## config.mk

```make
export PLATFORM = sky130hd
export DESIGN_NAME = flash_host_bus_interface
export DESIGN_NICKNAME = d
export VERILOG_FILES = /design/src/core/flash_bus_pkg.sv /design/src/core/flash_host_bus_interface.sv
export VERILOG_INCLUDE_DIRS = /design/src /design/src/core
export SDC_FILE = /design/constraint.sdc
export NUM_CORES = 1
export LEC_CHECK = 0
export ABC_AREA = 0
export BUFFER_PORTS_ARGS = -buffer_cell sky130_fd_sc_hd__buf_4
export CAP_MARGIN = 20
export CORE_ASPECT_RATIO = 0.6
export CORE_MARGIN = 2
export CORE_UTILIZATION = 47
export DETAILED_ROUTE_END_ITERATION = 7
export PLACE_DENSITY = 0.76
export SYNTH_ARGS = -nofsm -noshare
export SYNTH_HDL_FRONTEND = slang
export SYNTH_SLANG_ARGS = --single-unit
```

## constraint.sdc

```tcl
create_clock -name i_clock -period 2 [get_ports i_clock]
set_input_delay 0.5 -clock i_clock [delete_from_list [all_inputs] [get_ports i_clock]]
set_output_delay 0.5 -clock i_clock [all_outputs]
set_load 0.01 [all_outputs]
```

## src/core/flash_bus_regs.svh

```systemverilog
`ifndef FLASH_BUS_REGS_SVH
`define FLASH_BUS_REGS_SVH

// array geometry in words
`define FB_PARAM_WORDS 21'h001000
`define FB_PARAM_COUNT 21'h000008
`define FB_LOCK_PARAMS 21'h000002
`define FB_MAIN_WORDS 21'h008000
`define FB_MAIN_COUNT_8M 21'h00000f
`define FB_MAIN_COUNT_16M 21'h00001f
`define FB_ADDR_LINES_8M 5'h13
`define FB_ADDR_LINES_16M 5'h14

// status byte bit positions
`define FB_SR_LOCKED_FAIL 1
`define FB_SR_PROGRAM_FAIL 4
`define FB_SR_ERASE_FAIL 5

// configuration word bit positions
`define FB_CFG_BURST 0
`define FB_CFG_FALLING 1
`define FB_CFG_CONTINUOUS 2

`endif

```

## src/core/flash_bus_pkg.sv

```systemverilog
package flash_bus_pkg;

  typedef enum logic [0:0] {
    MODE_PAGE,
    MODE_BURST
  } read_mode_t;

  typedef struct packed {
    logic ce_n;
    logic oe_n;
    logic we_n;
    logic adv_n;
    logic bclk;
    logic wp_n;
    logic reset_n;
    logic [19:0] addr;
    logic [15:0] data;
  } pins_t;

  typedef struct packed {
    logic falling;
    logic continuous;
  } cfg_t;

  typedef struct packed {
    logic locked_fail;
    logic program_fail;
    logic erase_fail;
  } fail_t;

  typedef struct packed {
    pins_t s1;
    pins_t s2;
    pins_t s3;
    read_mode_t mode;
    cfg_t cfg;
    fail_t fail;
    logic captured;
    logic [19:0] addr;
    logic [15:0] dout;
    logic dout_oe_n;
    logic wait_n;
    logic wait_oe_n;
    logic wr_strobe;
    logic [19:0] wr_addr;
    logic [15:0] wr_data;
    logic prog_go;
    logic erase_go;
    logic [7:0] status;
    logic standby;
    logic auto_reset;
  } state_t;

endpackage : flash_bus_pkg

```

## src/core/flash_host_bus_interface.sv

```systemverilog
// Behaviour
// - address is captured when the address-valid strobe rises, reads and writes.
// - burst mode captures on first active clock edge or valid rise, whichever first.
// - burst clock is ignored in page mode and during writes.
// - address and data are latched on the write-enable rising edge.
// - data bus floats when chip deselected or output enable inactive.
// - status reads use the low eight data lines only.
// - chip enable high deselects the device into standby.
// - reset pin low blocks writes and resets program/erase automation.
// - reset release resumes asynchronous array reads.
// - read data driven only while output enable asserted in a read.
// - write-protect low locks all main blocks and two parameter blocks.
// - locked program/erase sets locked-fail plus program-fail or erase-fail.
// - write-protect high allows program and erase on lockable blocks.
// - wait signals data-valid only in continuous burst mode.
// - wait driven only with chip and output enable active, else released.
// - 19 address lines at 8 Mbit, 20 at 16 Mbit, held per cycle.
// - eight parameter blocks of 4096 words each, separately erasable.
// - main blocks of 32768 words, fifteen at 8 Mbit, thirty-one at 16.
// - parameter blocks sit at top or bottom of the map per variant.
// - reset clears the status register and returns to array read.
// - burst reads enabled only after the configuration register is written.
`timescale 1ns/1ns
`include "flash_bus_regs.svh"

module flash_host_bus_interface #(
  parameter bit DENSITY_16M = 1'b1,
  parameter bit TOP_BOOT = 1'b1
) (
  input wire logic i_clock,
  input wire logic i_rst_n,
  // pins from the host
  input wire logic [19:0] i_word_address,
  input wire logic [15:0] i_data_bus,
  output logic [15:0] o_data_bus,
  output logic o_data_bus_oe_n,
  input wire logic i_chip_en_n,
  input wire logic i_out_en_n,
  input wire logic i_write_en_n,
  input wire logic i_addr_valid_n,
  input wire logic i_burst_clk,
  input wire logic i_write_protect_n,
  input wire logic i_reset_pin_n,
  output logic o_wait_n,
  output logic o_wait_oe_n,
  // core side, same clock
  input wire logic [15:0] i_array_data,
  input wire logic i_status_read,
  input wire logic [7:0] i_core_status,
  input wire logic i_data_valid,
  input wire logic i_cfg_write,
  input wire logic [2:0] i_cfg_data,
  input wire logic i_prog_req,
  input wire logic i_erase_req,
  input wire logic [19:0] i_op_addr,
  input wire logic i_status_clear,
  output logic [19:0] o_read_addr,
  output logic o_burst_mode,
  output logic o_wr_strobe,
  output logic [19:0] o_wr_addr,
  output logic [15:0] o_wr_data,
  output logic o_prog_go,
  output logic o_erase_go,
  output logic [7:0] o_status,
  output logic o_standby,
  output logic o_automation_reset
);

  localparam logic [20:0] MAIN_COUNT =
    DENSITY_16M ? `FB_MAIN_COUNT_16M : `FB_MAIN_COUNT_8M;
  localparam logic [20:0] SPAN =
    21'(MAIN_COUNT * `FB_MAIN_WORDS + `FB_PARAM_COUNT * `FB_PARAM_WORDS);
  localparam logic [20:0] PARAM_SPAN = 21'(`FB_PARAM_COUNT * `FB_PARAM_WORDS);
  localparam logic [20:0] LOCK_SPAN = 21'(`FB_LOCK_PARAMS * `FB_PARAM_WORDS);
  localparam logic [4:0] ADDR_LINES =
    DENSITY_16M ? `FB_ADDR_LINES_16M : `FB_ADDR_LINES_8M;

  flash_bus_pkg::state_t r;
  flash_bus_pkg::state_t nxt;

  // unused upper line reads as zero in the smaller density
  function automatic logic [19:0] mask_addr(input logic [19:0] a);
    logic [19:0] m;
    m = 20'hfffff >> (5'h14 - ADDR_LINES);
    return a & m;
  endfunction : mask_addr

  // lockable: every main block plus the two outermost parameter blocks
  function automatic logic is_lockable(input logic [19:0] a);
    logic [20:0] w;
    logic hit;
    w = {1'b0, mask_addr(a)};
    if (TOP_BOOT) begin
      if (w >= SPAN - PARAM_SPAN) begin
        hit = (w >= SPAN - LOCK_SPAN);
      end else begin
        hit = 1'b1;
      end
    end else begin
      if (w < PARAM_SPAN) begin
        hit = (w < LOCK_SPAN);
      end else begin
        hit = 1'b1;
      end
    end
    return hit;
  endfunction : is_lockable

  flash_bus_pkg::pins_t pins_in;
  assign pins_in.ce_n = i_chip_en_n;
  assign pins_in.oe_n = i_out_en_n;
  assign pins_in.we_n = i_write_en_n;
  assign pins_in.adv_n = i_addr_valid_n;
  assign pins_in.bclk = i_burst_clk;
  assign pins_in.wp_n = i_write_protect_n;
  assign pins_in.reset_n = i_reset_pin_n;
  assign pins_in.addr = i_word_address;
  assign pins_in.data = i_data_bus;

  always_comb begin
    logic selected;
    logic pin_reset;
    logic adv_rise;
    logic adv_fall;
    logic we_rise;
    logic clk_rise;
    logic clk_fall;
    logic clk_act;
    logic write_ok;
    logic locked;
    logic [7:0] sts;
    selected = 1'b0;
    pin_reset = 1'b0;
    adv_rise = 1'b0;
    adv_fall = 1'b0;
    we_rise = 1'b0;
    clk_rise = 1'b0;
    clk_fall = 1'b0;
    clk_act = 1'b0;
    write_ok = 1'b0;
    locked = 1'b0;
    sts = 8'h00;
    nxt = r;
    // first stage feeds only the second
    nxt.s1 = pins_in;
    nxt.s2 = r.s1;
    nxt.s3 = r.s2;

    pin_reset = ~r.s2.reset_n;
    selected = ~r.s2.ce_n & ~pin_reset;
    adv_rise = r.s2.adv_n & ~r.s3.adv_n;
    adv_fall = ~r.s2.adv_n & r.s3.adv_n;
    we_rise = r.s2.we_n & ~r.s3.we_n;
    clk_rise = r.s2.bclk & ~r.s3.bclk;
    clk_fall = ~r.s2.bclk & r.s3.bclk;
    clk_act = r.cfg.falling ? clk_fall : clk_rise;
    // clock only counts in burst mode outside writes
    if (r.mode != flash_bus_pkg::MODE_BURST || ~r.s2.we_n || ~selected) begin
      clk_act = 1'b0;
    end

    // write cycle: chip and write enable both low, reset pin high
    write_ok = we_rise & ~r.s3.ce_n & ~pin_reset;

    nxt.standby = ~selected;
    nxt.auto_reset = pin_reset;

    // address capture
    if (adv_fall) begin
      nxt.captured = 1'b0;
    end
    if (selected) begin
      if (r.mode == flash_bus_pkg::MODE_BURST) begin
        if (~r.s2.adv_n && clk_act && !r.captured) begin
          nxt.addr = mask_addr(r.s2.addr);
          nxt.captured = 1'b1;
        end else if (adv_rise && !r.captured) begin
          nxt.addr = mask_addr(r.s2.addr);
          nxt.captured = 1'b1;
        end else if (clk_act && r.captured) begin
          // internal burst counter advances on later active edges
          nxt.addr = mask_addr(r.addr + 20'h00001);
        end
      end else begin
        // transparent while valid is held low, frozen on its rise
        if (~r.s2.adv_n || adv_rise) begin
          nxt.addr = mask_addr(r.s2.addr);
        end
      end
    end

    // write latch
    nxt.wr_strobe = 1'b0;
    if (write_ok) begin
      nxt.wr_strobe = 1'b1;
      nxt.wr_addr = mask_addr(r.s2.addr);
      nxt.wr_data = r.s2.data;
      nxt.addr = mask_addr(r.s2.addr);
    end

    // read configuration
    if (i_cfg_write && !pin_reset) begin
      nxt.mode = i_cfg_data[`FB_CFG_BURST] ? flash_bus_pkg::MODE_BURST
                                           : flash_bus_pkg::MODE_PAGE;
      nxt.cfg.falling = i_cfg_data[`FB_CFG_FALLING];
      nxt.cfg.continuous = i_cfg_data[`FB_CFG_CONTINUOUS];
    end

    // program and erase gating by write protect
    locked = ~r.s2.wp_n & is_lockable(i_op_addr);
    nxt.prog_go = i_prog_req & ~locked & ~pin_reset;
    nxt.erase_go = i_erase_req & ~i_prog_req & ~locked & ~pin_reset;

    // sticky fail flags; a set in the clear cycle wins
    if (i_status_clear) begin
      nxt.fail = '0;
    end
    if (locked && i_prog_req && !pin_reset) begin
      nxt.fail.locked_fail = 1'b1;
      nxt.fail.program_fail = 1'b1;
    end else if (locked && i_erase_req && !pin_reset) begin
      nxt.fail.locked_fail = 1'b1;
      nxt.fail.erase_fail = 1'b1;
    end

    // reset pin: array read, page mode, status cleared
    if (pin_reset) begin
      nxt.fail = '0;
      nxt.mode = flash_bus_pkg::MODE_PAGE;
      nxt.cfg = '0;
      nxt.captured = 1'b0;
    end

    sts = i_core_status;
    sts[`FB_SR_LOCKED_FAIL] = r.fail.locked_fail;
    sts[`FB_SR_PROGRAM_FAIL] = r.fail.program_fail;
    sts[`FB_SR_ERASE_FAIL] = r.fail.erase_fail;
    if (pin_reset) begin
      sts = 8'h00;
    end
    nxt.status = sts;

    // data bus drive
    if (selected && ~r.s2.oe_n && r.s2.we_n) begin
      nxt.dout_oe_n = 1'b0;
      if (i_status_read) begin
        nxt.dout = {8'h00, sts};
      end else begin
        nxt.dout = i_array_data;
      end
    end else begin
      nxt.dout_oe_n = 1'b1;
      nxt.dout = 16'h0000;
    end

    // wait line: driven only under chip and output enable
    if (selected && ~r.s2.oe_n) begin
      nxt.wait_oe_n = 1'b0;
      if (r.mode == flash_bus_pkg::MODE_BURST && r.cfg.continuous) begin
        nxt.wait_n = i_data_valid;
      end else begin
        nxt.wait_n = 1'b1;
      end
    end else begin
      nxt.wait_oe_n = 1'b1;
      nxt.wait_n = 1'b1;
    end
  end

  always_ff @(posedge i_clock or negedge i_rst_n) begin
    if (!i_rst_n) begin
      r <= '0;
      r.s1.ce_n <= 1'b1;
      r.s1.oe_n <= 1'b1;
      r.s1.we_n <= 1'b1;
      r.s1.adv_n <= 1'b1;
      // idle level, so no false reset-pin pulse follows the release
      r.s1.reset_n <= 1'b1;
      r.s2.ce_n <= 1'b1;
      r.s2.oe_n <= 1'b1;
      r.s2.we_n <= 1'b1;
      r.s2.adv_n <= 1'b1;
      r.s2.reset_n <= 1'b1;
      r.s3.ce_n <= 1'b1;
      r.s3.oe_n <= 1'b1;
      r.s3.we_n <= 1'b1;
      r.s3.adv_n <= 1'b1;
      r.s3.reset_n <= 1'b1;
      r.dout_oe_n <= 1'b1;
      r.wait_n <= 1'b1;
      r.wait_oe_n <= 1'b1;
      r.standby <= 1'b1;
    end else begin
      r <= nxt;
    end
  end

  assign o_data_bus = r.dout;
  assign o_data_bus_oe_n = r.dout_oe_n;
  assign o_wait_n = r.wait_n;
  assign o_wait_oe_n = r.wait_oe_n;
  assign o_read_addr = r.addr;
  assign o_burst_mode = (r.mode == flash_bus_pkg::MODE_BURST);
  assign o_wr_strobe = r.wr_strobe;
  assign o_wr_addr = r.wr_addr;
  assign o_wr_data = r.wr_data;
  assign o_prog_go = r.prog_go;
  assign o_erase_go = r.erase_go;
  assign o_status = r.status;
  assign o_standby = r.standby;
  assign o_automation_reset = r.auto_reset;

endmodule : flash_host_bus_interface

```

======== Yosys cells after proc, flatten, opt, wreduce, memory -nomap -nowiden ========
Cells that the tools add are included.
operators by class
  add/sub/neg operators ................... 1
  $lt $le $gt $ge ......................... 2
  eq/ne operators ......................... 4
  muxes and demuxes ....................... 28
  bitwise logic cells ..................... 29
  reduce and logical (&&, ||, !) cells .... 19
operator list
  cell                                                        count
  2-to-1 mux 20 bit                                           5
  2-to-1 mux 21 bit                                           2
  greater-or-equal comparator 20 bit (second input constant)  2
  2-to-1 mux 37 bit                                           1
  adder 20 x 1 -> 20 bit (second input constant)              1
  2-to-1 mux 17 bit                                           1
  2-to-1 mux 16 bit                                           1
  NOT 1 bit                                                   15
  AND 1 bit                                                   14
  2-to-1 mux 1 bit                                            13
  logical AND 1 bit                                           12
  2-to-1 mux 8 bit                                            1
  2-to-1 mux 7 bit                                            1
  2-to-1 mux 3 bit                                            2
  inequality test 5 x 1 -> 1 bit (second input constant)      1
  inequality test 4 x 2 -> 1 bit (second input constant)      1
  logical OR 1 bit                                            3
  inequality test 3 x 2 -> 1 bit (second input constant)      1
  AND reduction 3 bit                                         1
  nonzero test 3 bit                                          1
  2-to-1 mux 2 bit                                            1
  inequality test 2 x 1 -> 1 bit (second input constant)      1
  nonzero test 2 bit                                          1
  logical NOT 1 bit                                           1
storage, ports and cells
  register bits after elaboration ......... 185
  output and inout bits ................... 89
  word-level logic and storage cells ...... 125

======== Depth between registers and ports, before layout ========
Gate-level depths: netlist of the first run.
  word-level depth ........................ 12
  depth in mapped cells ................... 8
  mapped depth without buffers ............ 6

======== Worst setup path before layout of the first run ========
OpenSTA, ideal clock, no wires.
  kind .................................... flip-flop to flip-flop
  start ................................... register r[133] (netlist bit)
  end ..................................... register r (netlist bit o_read_addr[10])
  arrival time ............................ 1884 ps
  data required time ...................... 1879 ps
  setup slack ............................. -5 ps
  cell stages (with the launch flop) ...... 8
  path buffers ............................ 2
  period minus slack after synthesis ...... 2005 ps
  cells stage by stage .................... dfrtp_1 or3b_4 a2111oi_4 or2_1 buf_6 a21oi_2 buf_2 o22a_1
on the way
  longest elaborated chain between the ends .. 10
  elaborated cells on any way between the ends .. 14
ends and longest elaborated chain
  what                            line                             text
  from (decl)                     flash_host_bus_interface.sv:78   flash_bus_pkg::state_t r;
  from (signal assigned)          flash_host_bus_interface.sv:294  r <= nxt;
  NOT 1 bit                       flash_host_bus_interface.sv:154  clk_rise = r.s2.bclk & ~r.s3.bclk;
  AND 1 bit                       flash_host_bus_interface.sv:154
  2-to-1 mux 1 bit (*)            flash_host_bus_interface.sv:156  clk_act = r.cfg.falling ? clk_fall : clk_rise;
  2-to-1 mux 1 bit (*)            flash_host_bus_interface.sv:158  if (r.mode != flash_bus_pkg::MODE_BURST || ~r.s2.we_n || ~selected) begin
  logical AND 1 bit (2 in a row)  flash_host_bus_interface.sv:174  if (~r.s2.adv_n && clk_act && !r.captured) begin
  2-to-1 mux 21 bit               flash_host_bus_interface.sv:174
  2-to-1 mux 20 bit               flash_host_bus_interface.sv:173  if (r.mode == flash_bus_pkg::MODE_BURST) begin
  2-to-1 mux 21 bit               flash_host_bus_interface.sv:172  if (selected) begin
  2-to-1 mux 20 bit               flash_host_bus_interface.sv:194  if (write_ok) begin
Mark *: on every way between the ends. The rest lies on a longest branch, timed or not. The select of a mux whose other input is x is not followed.
A chain may end at the register's enable or synchronous reset.

======== Worst setup path after layout of the first run ========
  start ................................... register r[93] (netlist bit)
  end ..................................... register r (netlist bit o_read_addr[2])
on the way
  longest elaborated chain between the ends .. 8
  elaborated cells on any way between the ends .. 11
ends and longest elaborated chain
  what                            line
  2-to-1 mux 1 bit (*)            flash_host_bus_interface.sv:156
  2-to-1 mux 1 bit (*)            flash_host_bus_interface.sv:158
  logical AND 1 bit (2 in a row)  flash_host_bus_interface.sv:174
  2-to-1 mux 21 bit               flash_host_bus_interface.sv:174
  2-to-1 mux 20 bit               flash_host_bus_interface.sv:173
  2-to-1 mux 21 bit               flash_host_bus_interface.sv:172
  2-to-1 mux 20 bit               flash_host_bus_interface.sv:194
Marks and branches as above.

==> metrics.txt, run 1 <==
Mapped Cells 592; Final Instance Area 8930 um2; fin. max-slew vios 0; DRT iter0 DRCs 382; Peak supply drop 0.612 mV; Setup crit end kind register; dpl ws -0.334 ns; # IOs 187; root buf cell clkbuf_16; WL/cell 16.7 um; initial core utilization 48.1%; fin crit share 106%; first-pass GRT wire length 24900 um; Setup-failing EPs final 20; Mapped Nets 691; slowest CP cell or3b_4; syn avg cell area 11.8 um2; max_slew headroom 62.7%; Crit Path Max Fanout 8; ys async rst share 100%; CTS Buf Count 17; status finished, violations left; initial antenna violation count 0; worst reg2reg path startpoint r[93]; reg-to-reg endpoint o_read_addr[2]; CP Capture Point o_read_addr[2]; Least-Margin Pin Slew 0.560 ns; EDFF count, synth 0; Post-DP HPWL 10300 um; ys flop type dfrtp_1; placed insts 890; die area 15800 um2; CTS HTree Levels 4; mapped cell area 6960 um2; clock latency on the worst-skew pair 0.43 ns; Routed WL 15700 um; Synth-to-Final Area Change 28.4%; Max Fclk 471 MHz; Std-Cell Rows 34; total grt overflow 0; Die Span Y 98.2 um; min setup slack post-route -0.122 ns; drt drc 0; clk slew on worst S/H paths 0.07 ns; total track usage 20.7%; RSZ-0062 raised after global routing yes; register bit total from synthesis 185; Synth area leaders dfrtp_1 (60%), buf_4 (8.6%), dfstp_2 (6.4%); Min-Delay Path Class input pin to async pin; Die X 161 um; CTS Hold Buffers Added 0; commonest non-fill, non-tap cells in the layout buf_4 (199), dfrtp_1 (168), nand2_1 (117), nor2_1 (36); worst-case reg-to-reg path depth 8; area post-placement 8070 um2; Synth area leader dfrtp_1; Ys Warns 0; Seq/Total Area, Yosys 66.8%; Pre-antenna DRT Iters 5; Period minus WS final 2.12 ns; Longest Clk Path Bufs 2; count of cell types in the netlist 46; buffers added on ports 170; CTS sink count 185; Vias 4603; Fin. Hold Viols 0; Antenna Cells 0; post-route ant nets 0; Leak 0.00436 uW; crit path from r[93]; pwr/cell area 1010 nW/um2; Layout Cells excl Fill 937; Synth top area share 60.4%; Req. time, crit path 2.27 ns; Critical Path AT 2.39 ns; max incr delay on CP 0.44 ns; commonest non-fill, non-tap cell in the layout buf_4; largest net degree at the start of global routing 49; fin nets 825; CTS tree built; kind of critical path register to register; core box area 14500 um2; Worst R2R Setup Slack -0.12 ns; Routability Congestion 0.835; vias per std cell 4.91; cells along the critical path or3b_4 -> a2111oi_4 -> or2_4 -> buf_6 -> a21oi_4 -> buf_4 -> nor2_1 -> a21oi_1; failing checks setup timing; layout cells sized above 1 38.2%; Max-Cap Viols 0; Startpoint Class register; vias in the first global route 4767; clk_skew 0.00511 ns
==> flip-flops by register name, summed over array words and instances, names as in the netlist <==
| register | cells |
|---|---|
| o_automation_reset | 1 |
| o_burst_mode | 1 |
| o_wr_data | 16 |
| o_read_addr | 20 |
| o_wait_oe_n | 1 |
| o_erase_go | 1 |
| o_data_bus_oe_n | 1 |
| o_prog_go | 1 |
| o_standby | 1 |
| o_wait_n | 1 |
| o_wr_strobe | 1 |
| o_wr_addr | 20 |
| o_data_bus | 16 |
| r | 10 |
| nxt | 86 |
| o_status | 8 |
==> report_power, final <==
group          total, uW  switching (uW)  internal, uW
sequential          4350             250          4100
clock               3290            1530          1760
combinational       1390             689           697
total               9020            2470          6560
==> per-layer routing <==
metal | part of all wire (%) | wire [um] | track usage [%] | up-vias
met2 | 46 | 7160 | 31.5 | 182
li1 | - | - | - | 2146
met4 | 1.4 | 221 | 7.07 | 0
met5 | 0 | 0 | 0 | -
met3 | 8.8 | 1380 | 7.22 | 25
met1 | 44 | 6910 | 28.0 | 2250
==> synth_stat cells, types with 2 or more instances <==
| master | instances |
|---|---|
| dfrtp_1 | 168 |
| nand2_1 | 117 |
| buf_4 | 80 |
| nor2_1 | 41 |
| a21oi_1 | 22 |
| and2_1 | 17 |
| dfstp_2 | 17 |
| mux2i_1 | 11 |
| nand3_1 | 11 |
| clkbuf_1 | 10 |
| inv_1 | 10 |
| o21ai_0 | 8 |
| o22ai_1 | 6 |
| a211oi_1 | 5 |
| buf_1 | 5 |
| nor3_1 | 5 |
| o21a_1 | 5 |
| a21o_1 | 4 |
| a311oi_1 | 4 |
| and3_1 | 4 |
| nand4_1 | 4 |
| a31oi_1 | 3 |
| a41o_1 | 3 |
| o32ai_1 | 3 |
| and4_1 | 2 |
| mux2_2 | 2 |
| nand2b_1 | 2 |
| nand4b_1 | 2 |
| o22a_1 | 2 |
| o31ai_1 | 2 |
| xnor2_1 | 2 |
==> layout make-up <==
type / count / area [um2]
clock inverters: 15 / 158
flip-flops and latches: 185 / 4650
well taps: 198 / 248
fillers: 1123 / 5530
clock buffers: 17 / 425
multi-input cells: 299 / 1680
inverters: 11 / 45.0
repair buffers: 212 / 1730
==> repair_timing <==
item / in CTS / in global routing
pin swaps: 9 / 8
endpoints found under the setup margin: 19 / 20
resized for setup: 10 / 18
buffers inserted: 11 / 2
gates cloned: 2 / 1
==> logic make-up (layout without fill, tap and decap cells) <==
logic type	count (synthesis)	count (layout)	synth area share, %
buffers and inverters	109	255	10.5
adder cells (fa/ha/maj)	1	1	0.180
AO/OA/AOI/OAI	74	75	7.37
multiplexers	13	13	1.91
flip-flops	185	185	66.8
AND/OR/NAND/NOR	208	208	13.0
XOR/XNOR	2	2	0.252
==> metrics by stage <==
stage | TNS, ns | hold WS [ns] | utilization, % | power [uW]
3_5_place_dp | -3.29 | 0.335 | 55.8 | 5710
5_1_grt | -2.44 | 0.0311 | 61.8 | 9460
4_1_cts | -0.101 | 0.0242 | 60.9 | 9060
6_report | -1.34 | 0.0226 | 61.8 | 9020
2_1_floorplan | 0 | 0.204 | - | 5220
3_3_place_gp | -2.01 | 0.331 | 55.8 | 5660
==> worst min path at each step <==
stage               startpoint  endpoint  slack, ns  cells after the start
finish                 i_rst_n   nxt[95]       0.02                      1
global route           i_rst_n   nxt[95]       0.03                      1
CTS                    i_rst_n  nxt[110]       0.02                      1
detailed placement    nxt[149]  nxt[106]       0.33                      0
global placement      nxt[149]  nxt[106]       0.33                      0
floorplan              i_rst_n  nxt[100]       0.20                      0
==> critical path, delay by kind of cell, from the launching register on <==
kind	cells	cell delay (ns)
buffers and inverters	2	0.30
AND/OR/NAND/NOR	3	0.76
AO/OA/AOI/OAI	3	0.52
flip-flops	1	0.40
Power figures use the tool's default switching activity.
==> run 2: changes to the inputs <==
--- a/config.mk
+++ b/config.mk
@@ -14,6 +14,7 @@
 export CORE_UTILIZATION = 47
 export DETAILED_ROUTE_END_ITERATION = 7
 export PLACE_DENSITY = 0.76
+export SETUP_SLACK_MARGIN = 0.1
 export SYNTH_ARGS = -nofsm -noshare
 export SYNTH_HDL_FRONTEND = slang
 export SYNTH_SLANG_ARGS = --single-unit
==> run 2 against run 1 <==
Net effect: the run still ends with setup timing left; maximum frequency up 3.7%; clock power down 2%; die area unchanged; cell area down 0.67%; wire length down 2.9%; final cell count unchanged; largest cell class unchanged; highest routed layer unchanged.
==> metrics.txt, run 2 (synthesis gave the netlist of run 1 again) <==
CTS HTree Levels 4; failing checks setup timing; Buf/Inv on CP 2; RSZ-0062 raised after global routing yes; CTS sink count 185; Post-DP HPWL 10800 um; clk slew on worst S/H paths 0.08 ns; buffers added on ports 170; Max-Cap Viols 0; commonest non-fill, non-tap cells in the layout buf_4 (202), dfrtp_1 (168), nand2_1 (117), nor2_1 (36), a21oi_1 (18); Crit Path Max Fanout 10; Setup-failing EPs final 7; pwr/cell area 1010 nW/um2; Least-Margin Pin Slew 0.480 ns; Min-Delay Path Class input pin to async pin; cell family with the largest share of critical-path delay simple AND/OR/NAND/NOR gates; drt drc 0; Synth-to-Final Area Change 27.5%; core box area 14500 um2; Period minus WS final 2.05 ns; DRT iter0 DRCs 261; WL/cell 16.2 um; initial antenna violation count 0; status finished, violations left; kind of critical path register to register; cells along the critical path or3b_4 -> a2111oi_4 -> or2_4 -> buf_12 -> a21oi_4 -> buf_12 -> mux2_2; vias per std cell 4.85; Critical Path AT 2.35 ns; Req. time, crit path 2.31 ns; max FFs per register 86; clock latency on the worst-skew pair 0.43 ns; Peak supply drop 0.465 mV; max incr delay on CP 0.41 ns; Die X 161 um; Leak 0.00435 uW; root buf cell clkbuf_16; dpl ws -0.0595 ns; Std-Cell Rows 34; first-pass GRT wire length 24700 um; die area 15800 um2; Most common cell on crit path buf_12; min setup slack post-route -0.0468 ns; Pre-antenna DRT Iters 4; # IOs 187; commonest non-fill, non-tap cell in the layout buf_4; Routability Congestion 0.848; CTS Buf Count 17; layout cells sized above 1 38.4%; Vias 4545; initial core utilization 48.1%; largest net degree at the start of global routing 50; vias in the first global route 4697; Longest Clk Path Bufs 2; Setup crit end kind register; max_slew headroom 67.8%; fin nets 825; Die Span Y 98.2 um; clk_skew 0.0104 ns; Antenna Cells 0; hold slack final 0.00425 ns; Routed WL 15200 um; CTS tree built; Max Fclk 489 MHz; total track usage 20.3%; post-route ant nets 0; slowest CP cell or3b_4; fin. max-slew vios 0; fillcell total 1178; Startpoint Class register; fin crit share 102%; total grt overflow 0; CTS Hold Buffers Added 0; Fin. Hold Viols 0
==> run 2: changes by cell type in the layout (fill, tap and decap cells not counted), moves of 3 or more <==
cell | before | now
buf_4 | 199 | 202
clkinvlp_4 | 4 | 1
inv_8 | 2 | 5
nor3_1 | 5 | 2
nor3_2 | 0 | 3
==> run 2: area by class of cell <==
type	instances	area, um2	area share (%)
inverter	11	41.3	0.465
clock buffer	18	429	4.84
clock inverter	14	149	1.68
multi-input combinational	298	1660	18.7
timing repair buffer	213	1700	19.1
sequential	185	4650	52.4
tap	198	248	2.79
==> run 2: worst register-to-register path, cell delays in order, from the launching register on <==
cell and delay [ns]:
dfrtp_1 0.39, or3b_4 0.41, a2111oi_4 0.33, or2_4 0.20, buf_12 0.12, a21oi_4 0.07, buf_12 0.15, mux2_2 0.27
==> run 2: path summary, 6_finish.rpt <==
check / from / to / slack (ns) / cells past startpoint
setup / recovery: r[93] / o_read_addr[6] / -0.05 / 7
hold / removal: i_rst_n / nxt[96] / 0.004 / 1
setup reg to reg: r[93] / o_read_addr[6] / -0.05 / 7
hold reg to reg: nxt[152] / nxt[109] / 0.35 / 0
max in group asynchronous: i_rst_n / o_wait_oe_n / 1.30 / 2
min in group i_clock: i_word_address[18] / nxt[172] / 0.17 / 1
==> run 2: power breakdown <==
part | switching (uW) | total, uW | internal [uW]
Clock | 1560 | 3240 | 1680
Sequential | 255 | 4350 | 4090
Combinational | 677 | 1370 | 691
Total | 2500 | 8960 | 6470
==> run 2: through the flow <==
stage          total power [uW]  util [%]  setup TNS (ns)  instances  instance area (um2)
6_report                   8960      61.3          -0.222        937                 8870
5_1_grt                    9390      61.3           -1.14        937                 8870
4_1_cts                    9010      61.0         -0.0539        937                 8820
3_5_place_dp               5750      56.4          -0.274        899                 8150
3_3_place_gp               5690      56.4          -0.107        899                 8150
2_1_floorplan              5220         -               0        592                 6970
==> run 2: what timing repair did <==
action / 4_1_cts / 5_1_grt
buffers inserted: 5 / 2
gates cloned: 2 / 0
hold endpoints to repair: 0 / 0
setup endpoints to repair: 20 / 28
resized for setup: 9 / 15
pin swaps: 12 / 5
==> run 2: layer usage <==
metal | routed length [um] | vias to the layer above | global-route usage, %
met1 | 7000 | 2227 | 28.5
met3 | 1050 | 16 | 6.12
met2 | 7000 | 151 | 30.6
met5 | 0 | - | 0
met4 | 174 | 0 | 6.80
li1 | - | 2151 | -
